<file path="config.mk">
export PLATFORM = sky130hd
export DESIGN_NAME = fcb_reporter
export DESIGN_NICKNAME = d
export VERILOG_FILES = /design/src/shared/fcb_pkg.sv /design/src/logic/fcb_code_store.sv /design/src/logic/fcb_reporter.sv
export SDC_FILE = /design/constraint.sdc
export NUM_CORES = 1
export LEC_CHECK = 0
export BUFFER_PORTS_ARGS = -buffer_cell sky130_fd_sc_hd__buf_2
export CAP_MARGIN = 20
export CORE_ASPECT_RATIO = 0.75
export CORE_MARGIN = 2
export CORE_UTILIZATION = 55
export DETAILED_ROUTE_END_ITERATION = 10
export PLACE_DENSITY = 0.75
export SYNTH_ARGS = -nofsm -noshare
export SYNTH_HDL_FRONTEND = slang
export SYNTH_SLANG_ARGS = --single-unit
</file>
<file path="constraint.sdc">
create_clock -name clk_i -period 3.5 [get_ports clk_i]
set_input_delay 0.7 -clock clk_i [delete_from_list [all_inputs] [get_ports clk_i]]
set_output_delay 0.7 -clock clk_i [all_outputs]
set_load 0.005 [all_outputs]
</file>
<file path="src/shared/fcb_pkg.sv">
// Package with constants and types of the fault code blink reporter
package fcb_pkg;

    // -----------------------------------------------------------------
    // Clock and widths
    // -----------------------------------------------------------------
    localparam int unsigned CLK_HZ    = 50_000_000;      // System clock rate
    localparam int unsigned TMR_W     = 27;              // Fits the longest wait
    localparam int unsigned CODE_W    = 8;               // Two decimal digits, BCD
    localparam int unsigned DIGIT_W   = 4;               // One decimal digit
    localparam int unsigned CNT_W     = 3;               // Code count and index
    localparam int unsigned FLASH_W   = 4;               // Flashes left in a digit

    // -----------------------------------------------------------------
    // Store limits and report repeats
    // -----------------------------------------------------------------
    localparam logic [CNT_W-1:0] MAX_CODES    = 3'h6;    // Codes held at once
    localparam logic [1:0]       REPEAT_LAST  = 2'h2;    // Third pass of one code
    localparam logic [CNT_W-1:0] RESET_COUNT  = 3'h0;    // Store empty at power-up
    localparam logic [FLASH_W-1:0] ZERO_FLASHES = 4'ha;  // A zero digit shows ten

    // -----------------------------------------------------------------
    // Times in milliseconds and derived cycle counts
    // -----------------------------------------------------------------
    localparam int unsigned SELFTEST_MS  = 2500;         // Inside the 2 to 3 s span
    localparam int unsigned FLASH_MS     = 400;          // Lamp on, then lamp off
    localparam int unsigned DIGIT_GAP_MS = 1200;         // Dark between two digits
    localparam int unsigned CODE_GAP_MS  = 2400;         // Dark between two codes
    localparam int unsigned CYC_PER_MS   = CLK_HZ / 1000;
    localparam logic [TMR_W-1:0] SELFTEST_CYC  = TMR_W'(SELFTEST_MS * CYC_PER_MS);
    localparam logic [TMR_W-1:0] FLASH_CYC     = TMR_W'(FLASH_MS * CYC_PER_MS);
    localparam logic [TMR_W-1:0] DIGIT_GAP_CYC = TMR_W'(DIGIT_GAP_MS * CYC_PER_MS);
    localparam logic [TMR_W-1:0] CODE_GAP_CYC  = TMR_W'(CODE_GAP_MS * CYC_PER_MS);

    // -----------------------------------------------------------------
    // Trouble codes, BCD encoded
    // -----------------------------------------------------------------
    localparam logic [CODE_W-1:0] CODE_ALL_OK     = 8'h11;  // Shown when store empty
    localparam logic [CODE_W-1:0] CODE_COOL_HIGH  = 8'h33;  // Coolant signal high
    localparam logic [CODE_W-1:0] CODE_COOL_LOW   = 8'h43;  // Coolant signal low
    localparam logic [CODE_W-1:0] CODE_CAM_BAD    = 8'h53;  // Bad cam pattern
    localparam logic [CODE_W-1:0] CODE_SUPERVISOR = 8'h56;  // Supervisor failure

    // -----------------------------------------------------------------
    // Reporter states
    // -----------------------------------------------------------------
    typedef enum logic [2:0] {
        ST_IDLE,
        ST_SELFTEST,
        ST_LOAD,
        ST_FLASH_ON,
        ST_FLASH_OFF,
        ST_DIGIT_GAP,
        ST_CODE_GAP
    } fcb_state_e;

endpackage : fcb_pkg

</file>
<file path="src/logic/fcb_code_store.sv">
// Ordered trouble code store, append only, cleared by power removal
`timescale 1ns/1ps
`default_nettype none

module fcb_code_store
    import fcb_pkg::*;
(
    input  wire logic              clk_i,
    input  wire logic              reset_i,
    input  wire logic              ce_i,
    input  wire logic              wr_i,
    input  wire logic [CODE_W-1:0] wr_code_i,
    input  wire logic [CNT_W-1:0]  rd_idx_i,
    output logic      [CODE_W-1:0] rd_code_o,
    output logic      [CNT_W-1:0]  count_o
);

    // -----------------------------------------------------------------
    // State
    // -----------------------------------------------------------------
    typedef struct packed {
        logic [5:0][CODE_W-1:0] codes;   // Slot array, oldest first
        logic [CNT_W-1:0]       count;   // Slots in use
    } fcb_store_s;

    fcb_store_s q;                       // Registered state
    fcb_store_s n;                       // Next state
    logic       hit;                     // Code already held
    logic       accept;                  // Write takes effect

    // -----------------------------------------------------------------
    // Next state: append unless full or already present
    // -----------------------------------------------------------------
    always_comb begin
        n   = q;
        hit = 1'b0;
        // Repeated detections of one fault keep a single slot
        for (int i = 0; i < 6; i++) begin
            if (CNT_W'(i) < q.count && q.codes[i] == wr_code_i) begin
                hit = 1'b1;
            end
        end
        accept = ce_i && wr_i && !hit && (q.count < MAX_CODES);
        if (accept) begin
            n.codes[q.count] = wr_code_i;
            n.count          = q.count + 3'h1;
        end
    end

    // -----------------------------------------------------------------
    // Registers; only power removal empties the store
    // -----------------------------------------------------------------
    always_ff @(posedge clk_i or posedge reset_i) begin
        if (reset_i) begin
            q <= '0;
        end else begin
            q <= n;
        end
    end

    // Read port, out of range slots read as zero
    assign rd_code_o = (rd_idx_i < q.count) ? q.codes[rd_idx_i] : '0;
    assign count_o   = q.count;
endmodule : fcb_code_store

`default_nettype wire

</file>
<file path="src/logic/fcb_reporter.sv">
// Fault code reporter: code capture, lamp self-test and blink-code output
`timescale 1ns/1ps
`default_nettype none

// Function
// - Detected fault stores code, lamp lights
// - Held test button blinks out stored codes
// - Key on lights lamp 2-3 s
// - Lamp stays lit while codes stored
// - Each flash 0.4 s on, 0.4 s off
// - 1.2 s dark between the two digits
// - 2.4 s dark between codes
// - Each code shown three times running
// - Store holds six codes at most
// - After last code restart from first
// - Codes kept and shown in set order
// - Codes persist until power removal
// - Bad cam pattern while running sets 53
// - Coolant circuit high 33, low 43
// - Supervisor failure sets code 56
module fcb_reporter
    import fcb_pkg::*;
#(
    parameter logic [TMR_W-1:0] P_SELFTEST_CYC  = SELFTEST_CYC,
    parameter logic [TMR_W-1:0] P_FLASH_CYC     = FLASH_CYC,
    parameter logic [TMR_W-1:0] P_DIGIT_GAP_CYC = DIGIT_GAP_CYC,
    parameter logic [TMR_W-1:0] P_CODE_GAP_CYC  = CODE_GAP_CYC
)
(
    input  wire logic              clk_i,
    input  wire logic              reset_i,
    input  wire logic              ce_i,
    input  wire logic              key_on_i,
    input  wire logic              test_button_i,
    input  wire logic              engine_running_i,
    input  wire logic              fault_valid_i,
    input  wire logic [CODE_W-1:0] fault_code_i,
    input  wire logic              cam_position_signal_bad_i,
    input  wire logic              coolant_temp_sensor_high_i,
    input  wire logic              coolant_temp_sensor_low_i,
    input  wire logic              operating_check_supervisor_fail_i,
    output logic                   fault_indicator_lamp_o,
    output logic      [CNT_W-1:0]  trouble_code_count_o
);
    // -----------------------------------------------------------------
    // State
    // -----------------------------------------------------------------
    typedef struct packed {
        fcb_state_e          st;         // Reporter state
        logic [TMR_W-1:0]    timer;      // Cycles left in the current phase
        logic [CNT_W-1:0]    idx;        // Code being reported
        logic [1:0]          rep;        // Pass number of the current code
        logic                tens;       // Tens digit in progress
        logic [FLASH_W-1:0]  flashes;    // Flashes left in the digit
        logic [CODE_W-1:0]   code;       // Code latched for display
        logic [3:0]          pend;       // Named faults awaiting the store
        logic                key_q;      // Key level last cycle
        logic                lamp;       // Lamp drive
    } fcb_rep_s;

    fcb_rep_s           q;               // Registered state
    fcb_rep_s           n;               // Next state
    logic               key_rise;        // Key just turned on
    logic               reporting;       // In a blink-code state
    logic [3:0]         pend_set;        // Named faults seen this cycle
    logic [3:0]         pend_clr;        // Named fault handed to the store
    logic               wr;              // Store write strobe
    logic [CODE_W-1:0]  wr_code;         // Code to store
    logic [CODE_W-1:0]  rd_code;         // Store slot at q.idx
    logic [CNT_W-1:0]   count;           // Codes in store
    logic [CODE_W-1:0]  shown;           // Code to show next

    // Flash count of one digit; zero would be invisible so it shows ten
    function automatic logic [FLASH_W-1:0] digit_flashes(input logic [DIGIT_W-1:0] d);
        digit_flashes = (d == 4'h0) ? ZERO_FLASHES : d;
    endfunction : digit_flashes
    // Fixed code of each named fault source
    function automatic logic [CODE_W-1:0] named_code(input int unsigned i);
        case (i)
            0:       named_code = CODE_CAM_BAD;
            1:       named_code = CODE_COOL_HIGH;
            2:       named_code = CODE_COOL_LOW;
            default: named_code = CODE_SUPERVISOR;
        endcase
    endfunction : named_code
    // -----------------------------------------------------------------
    // Code store
    // -----------------------------------------------------------------
    fcb_code_store u_store (
        .clk_i     (clk_i),
        .reset_i   (reset_i),
        .ce_i      (ce_i),
        .wr_i      (wr),
        .wr_code_i (wr_code),
        .rd_idx_i  (q.idx),
        .rd_code_o (rd_code),
        .count_o   (count)
    );

    // -----------------------------------------------------------------
    // Next state
    // -----------------------------------------------------------------
    always_comb begin
        n         = q;
        wr        = 1'b0;
        wr_code   = '0;
        pend_clr  = 4'h0;
        key_rise  = key_on_i && !q.key_q;
        reporting = (q.st != ST_IDLE) && (q.st != ST_SELFTEST);
        shown     = (count == 3'h0) ? CODE_ALL_OK : rd_code;
        // Cam pattern only counts with the engine turning
        pend_set  = {operating_check_supervisor_fail_i, coolant_temp_sensor_low_i,
                     coolant_temp_sensor_high_i,
                     cam_position_signal_bad_i && engine_running_i};
        if (ce_i) begin
            n.key_q = key_on_i;
            // Generic fault has the port this cycle, named ones wait a turn
            if (fault_valid_i) begin
                wr      = 1'b1;
                wr_code = fault_code_i;
            end else begin
                for (int i = 3; i >= 0; i--) begin
                    if (q.pend[i]) begin
                        pend_clr = 4'h1 << i;
                        wr_code  = named_code(i);
                    end
                end
                wr = (q.pend != 4'h0);
            end
            // A new detection outranks the hand-over clear
            n.pend = (q.pend & ~pend_clr) | pend_set;
            if (key_rise) begin
                n.st    = ST_SELFTEST;
                n.timer = P_SELFTEST_CYC - 27'h1;
            end else if (reporting && !test_button_i) begin
                n.st = ST_IDLE;
            end else begin
                case (q.st)
                    // Start a report on the button
                    ST_IDLE: begin
                        if (test_button_i) begin
                            n.st  = ST_LOAD;
                            n.idx = 3'h0;
                            n.rep = 2'h0;
                        end
                    end
                    // Lamp held on while the timer runs
                    ST_SELFTEST: begin
                        if (q.timer == '0) begin
                            n.st = ST_IDLE;
                        end else begin
                            n.timer = q.timer - 27'h1;
                        end
                    end
                    // First code of a report, tens digit first
                    ST_LOAD: begin
                        n.code    = shown;
                        n.tens    = 1'b1;
                        n.flashes = digit_flashes(shown[7:4]);
                        n.st      = ST_FLASH_ON;
                        n.timer   = P_FLASH_CYC - 27'h1;
                    end
                    // Lit part of one flash
                    ST_FLASH_ON: begin
                        if (q.timer != '0) begin
                            n.timer = q.timer - 27'h1;
                        end else if (q.flashes > 4'h1) begin
                            n.st      = ST_FLASH_OFF;
                            n.timer   = P_FLASH_CYC - 27'h1;
                            n.flashes = q.flashes - 4'h1;
                        end else if (q.tens) begin
                            n.st    = ST_DIGIT_GAP;
                            n.timer = P_DIGIT_GAP_CYC - 27'h1;
                            n.tens  = 1'b0;
                        end else begin
                            n.st    = ST_CODE_GAP;
                            n.timer = P_CODE_GAP_CYC - 27'h1;
                            if (q.rep == REPEAT_LAST) begin
                                n.rep = 2'h0;
                                // Wrap to the oldest code after the newest
                                n.idx = (q.idx + 3'h1 >= count) ? 3'h0 : q.idx + 3'h1;
                            end else begin
                                n.rep = q.rep + 2'h1;
                            end
                        end
                    end
                    // Dark part of one flash
                    ST_FLASH_OFF: begin
                        if (q.timer == '0) begin
                            n.st    = ST_FLASH_ON;
                            n.timer = P_FLASH_CYC - 27'h1;
                        end else begin
                            n.timer = q.timer - 27'h1;
                        end
                    end
                    // Pause, then the units digit
                    ST_DIGIT_GAP: begin
                        if (q.timer == '0) begin
                            n.st      = ST_FLASH_ON;
                            n.timer   = P_FLASH_CYC - 27'h1;
                            n.flashes = digit_flashes(q.code[3:0]);
                        end else begin
                            n.timer = q.timer - 27'h1;
                        end
                    end
                    // Pause, then the next pass or next code in set order
                    ST_CODE_GAP: begin
                        if (q.timer == '0) begin
                            n.code    = shown;
                            n.tens    = 1'b1;
                            n.flashes = digit_flashes(shown[7:4]);
                            n.st      = ST_FLASH_ON;
                            n.timer   = P_FLASH_CYC - 27'h1;
                        end else begin
                            n.timer = q.timer - 27'h1;
                        end
                    end
                    default: begin
                        n.st = ST_IDLE;
                    end
                endcase
            end
            // Lamp follows the state it enters; store count lags one cycle
            n.lamp = (n.st == ST_FLASH_ON) || (n.st == ST_SELFTEST) ||
                     ((n.st == ST_IDLE) && (count != 3'h0));
        end
    end

    // -----------------------------------------------------------------
    // Registers
    // -----------------------------------------------------------------
    always_ff @(posedge clk_i or posedge reset_i) begin
        if (reset_i) begin
            q <= '0;
        end else begin
            q <= n;
        end
    end

    assign fault_indicator_lamp_o = q.lamp;
    assign trouble_code_count_o   = count;
    // -----------------------------------------------------------------
    // Checks
    // -----------------------------------------------------------------
    logic [TMR_W-1:0] dwell_q;           // Enabled cycles spent in the state
    // Dwell counter for the checks; a fresh key edge restarts the self-test span
    always_ff @(posedge clk_i or posedge reset_i) begin
        if (reset_i) begin
            dwell_q <= '0;
        end else if (ce_i) begin
            dwell_q <= (n.st != q.st || key_rise) ? '0 : dwell_q + 27'h1;
        end
    end
endmodule : fcb_reporter

`default_nettype wire

</file>
==> results.toml <==
[status]
outcome = "finished clean"

[placed_design]
port_buffers = 22
dp_hpwl_mm = 13.4
placed_area_um2 = 6990
pre_cts_ws_ps = -141
gp_congestion = 1.01

[power_and_ir_drop]
power.density_nw_per_um2 = 751
p_clk_frac = 0.191
p_switching_mw = 2.28
ir_drop_uv = 347
pwr-share-seq = 0.390
internal-power_mw = 3.27
swShare = 0.411
leakage_nw = 3.12
p_comb_frac = 0.419

[setup_path]
critical_path_arrival_ps = 3670
slowest_delay_ps = 580
crit_top_cell = "or4_4"
reg2reg_to = "q[45]"
startpoint_type = "register"
r2r_slack_ps = 110
r2r_start = "q[24]"
endpoint_kind = "register"
crit_fanout = 19
crit_required_ps = 3780
r2r_cells = 10
path_class = "reg -> reg"
crit_path_top_delay_cell = "or4_4"
cp_cell_sequence = "inv_2, ha_2, or3b_4, or4_4, or4_4, a21o_4, or2_4, buf_6, a311o_1, a21oi_1"

[synthesis]
synth_common_cells = "dfrtp_1 (101), mux2_2 (49), nand2_1 (49), nor2_1 (49), o21ai_0 (41)"
synth_mux_area_frac = 0.132
synth.most_common_cell = "dfrtp_1"
synth_cell_type_count = 77
ys_top_cells_by_area = "dfrtp_1 (39%), mux2_2 (8.5%), o21ai_0 (3.1%), nand2_1 (2.8%), nor2_1 (2.8%)"
synth_top_flop_cell = "dfrtp_1"
yosysTopAreaCellShare = 0.388
synth-compound-area-share = 0.189
synth_seq_cells = 101
yosys_warnings = 0
synth-seq-area-share = 0.388
synth_top_area_cell = "dfrtp_1"
synth_top_family_by_area = "compound AO/OA/AOI/OAI gates"
syn_avg_cell_area_um2 = 9.67
netlist_area_um2 = 6520
synth_edf_count = 0
yosys.area_share.simple = 0.179
synthesis.nets = 705
synth_xor_area_frac = 0.0390
synth_fa_ha_area_frac = 0.0230
synthCells = 674
ys_async_sr_fraction = 1.00

[finish]
antenna_cells = 0
syn2layout_area_growth_pct = 13.4
design_area_um2 = 7390
nNetsFinal = 755
fillers = 954
fin_util = 0.639
drive_gt1_frac = 0.251

[route]
finalWirelength_mm = 18.5
avgRoutedWirePerCell_um = 20.7
dr.first_iter.drc_count = 647
viasPerCell = 6.49
vias = 5781
firstDrtPassIters = 5
drc = 0
postRouteAntennaNets = 0

[clocking]
max-clock-path-buffers = 2
path_clk_slew_ps = 70
cts_tree = "built"
numCtsBuffers = 9
clk_latency_ps = 360
cts-root-buf = "clkbuf_16"
cts_sinks = 101
ctsHoldBuffers = 0
htree_num_levels = 3

[hold_path]
hp-class = "in -> async"

[sta]
clock_skew_ps = 8.86
worst_slack_ps = 114
setup_viol = 0
holdWs_ps = 376
drv_slew = 0
maxSlewHeadroom = 0.487
fin_tns_setup_ps = 0
fin_crit_ps = 3390
hold_viol_final = 0
max_freq_mhz = 295
tightest_slew_ps = 764
period_share = 0.967

[die]
die_w_um = 130
die_area_um2 = 12700
io_pins = 23
placementRows = 34
initial_core_util = 0.563
core-area_um2 = 11600
die_h_um = 98.3

[global_route]
met2_usage = 0.435
use_met3 = 0.0685
track_usage = 0.301
grt_pass1_wl_mm = 29.6
grt_max_degree = 40
grt-ovfl-total = 0
grt_antenna_before_repair = 0
top_usage_layer = "met1"
met1_usage = 0.461
grt_pass1_vias = 5424

[job]
maxCapViolCount = 0
==> metrics by stage <==
stage,cells,power [mW]
finish,891,5.55
detailed placement,869,4.37
CTS,885,5.45
global route,891,5.90
floorplan,674,3.69
global placement,869,4.29
==> worst max-delay path by stage <==
stage                  startpoint            end  cells after the start  slack [ps]
finish                      q[24]          q[45]                     10         110
global route                q[25]          q[45]                     10          -6
CTS                         q[24]          q[22]                     11          30
detailed placement  fault_valid_i  u_store.q[34]                     10        -140
global placement    fault_valid_i  u_store.q[34]                     10        -110
floorplan           fault_valid_i  u_store.q[35]                     10         -10
==> routing by layer <==
layer	wire length, um	vias up
met5	0	-
met2	7910	318
met1	8460	2809
met3	1800	42
met4	310	0
li1	-	2612
==> power groups by stage <==
stage,combinational (mW),clock (mW),sequential (mW)
after floorplan,1.76,0,1.93
after global placement,2.16,0,2.13
after detailed placement,2.22,0,2.15
after CTS,2.24,1.07,2.13
after global routing,2.57,1.12,2.22
final,2.32,1.06,2.17
==> registers in the layout (all words and copies together) (netlist names) <==
register,cells
u_store.count_o,3
fault_indicator_lamp_o,1
u_store.q,48
q,49
==> area by class of cell <==
class / count / area (um2) / share of cell area
repair buffers: 75 / 528 / 0.0715
multi-input cells: 508 / 3710 / 0.502
clock buffers: 10 / 229 / 0.0310
clock inverters: 6 / 78.8 / 0.0107
inverters: 29 / 111 / 0.0151
flip-flops and latches: 101 / 2530 / 0.342
well taps: 162 / 203 / 0.0274
==> critical path: cells and delay by family (launching register included) <==
family / cells / cell delay, ps
AOI/OAI and AO/OA: 3 / 720
adders and majority gates: 1 / 200
buffers and inverters: 2 / 250
DFF: 1 / 410
and+or+nand+nor: 4 / 1720
==> repair_timing <==
| action | CTS | global route |
|---|---|---|
| pin swaps | 0 | 6 |
| setup endpoints to repair | 2 | 40 |
| gates resized for setup | 1 | 12 |
| gates cloned | 0 | 1 |
| buffers inserted | 0 | 5 |
==> layout by cell type (no fill, tap or decap), types with 9 or more instances in the layout <==
| cell type | Yosys | final |
|---|---|---|
| xor2_1 | 17 | 17 |
| mux2_2 | 49 | 49 |
| inv_1 | 27 | 25 |
| nor2_1 | 49 | 48 |
| buf_2 | 4 | 22 |
| a21oi_1 | 36 | 36 |
| mux2i_1 | 13 | 13 |
| a31oi_1 | 15 | 15 |
| nand3_1 | 11 | 11 |
| o21ai_0 | 41 | 41 |
| nand2_1 | 49 | 49 |
| xnor2_1 | 12 | 12 |
| nor3_1 | 22 | 22 |
| or3_1 | 9 | 9 |
| clkbuf_16 | 0 | 9 |
| dfrtp_1 | 101 | 101 |
| ha_1 | 12 | 11 |
| buf_4 | 5 | 50 |
| nand2b_1 | 11 | 11 |
| o22a_1 | 10 | 10 |
==> cell families after synthesis <==
family | Yosys count
AO/OA/AOI/OAI | 184
XOR/XNOR | 29
adder cells (fa/ha/maj) | 12
buffers and inverters | 66
flip-flops | 101
multiplexers | 70
AND/OR/NAND/NOR | 212
Note: power is estimated with default switching activity, not from simulation.
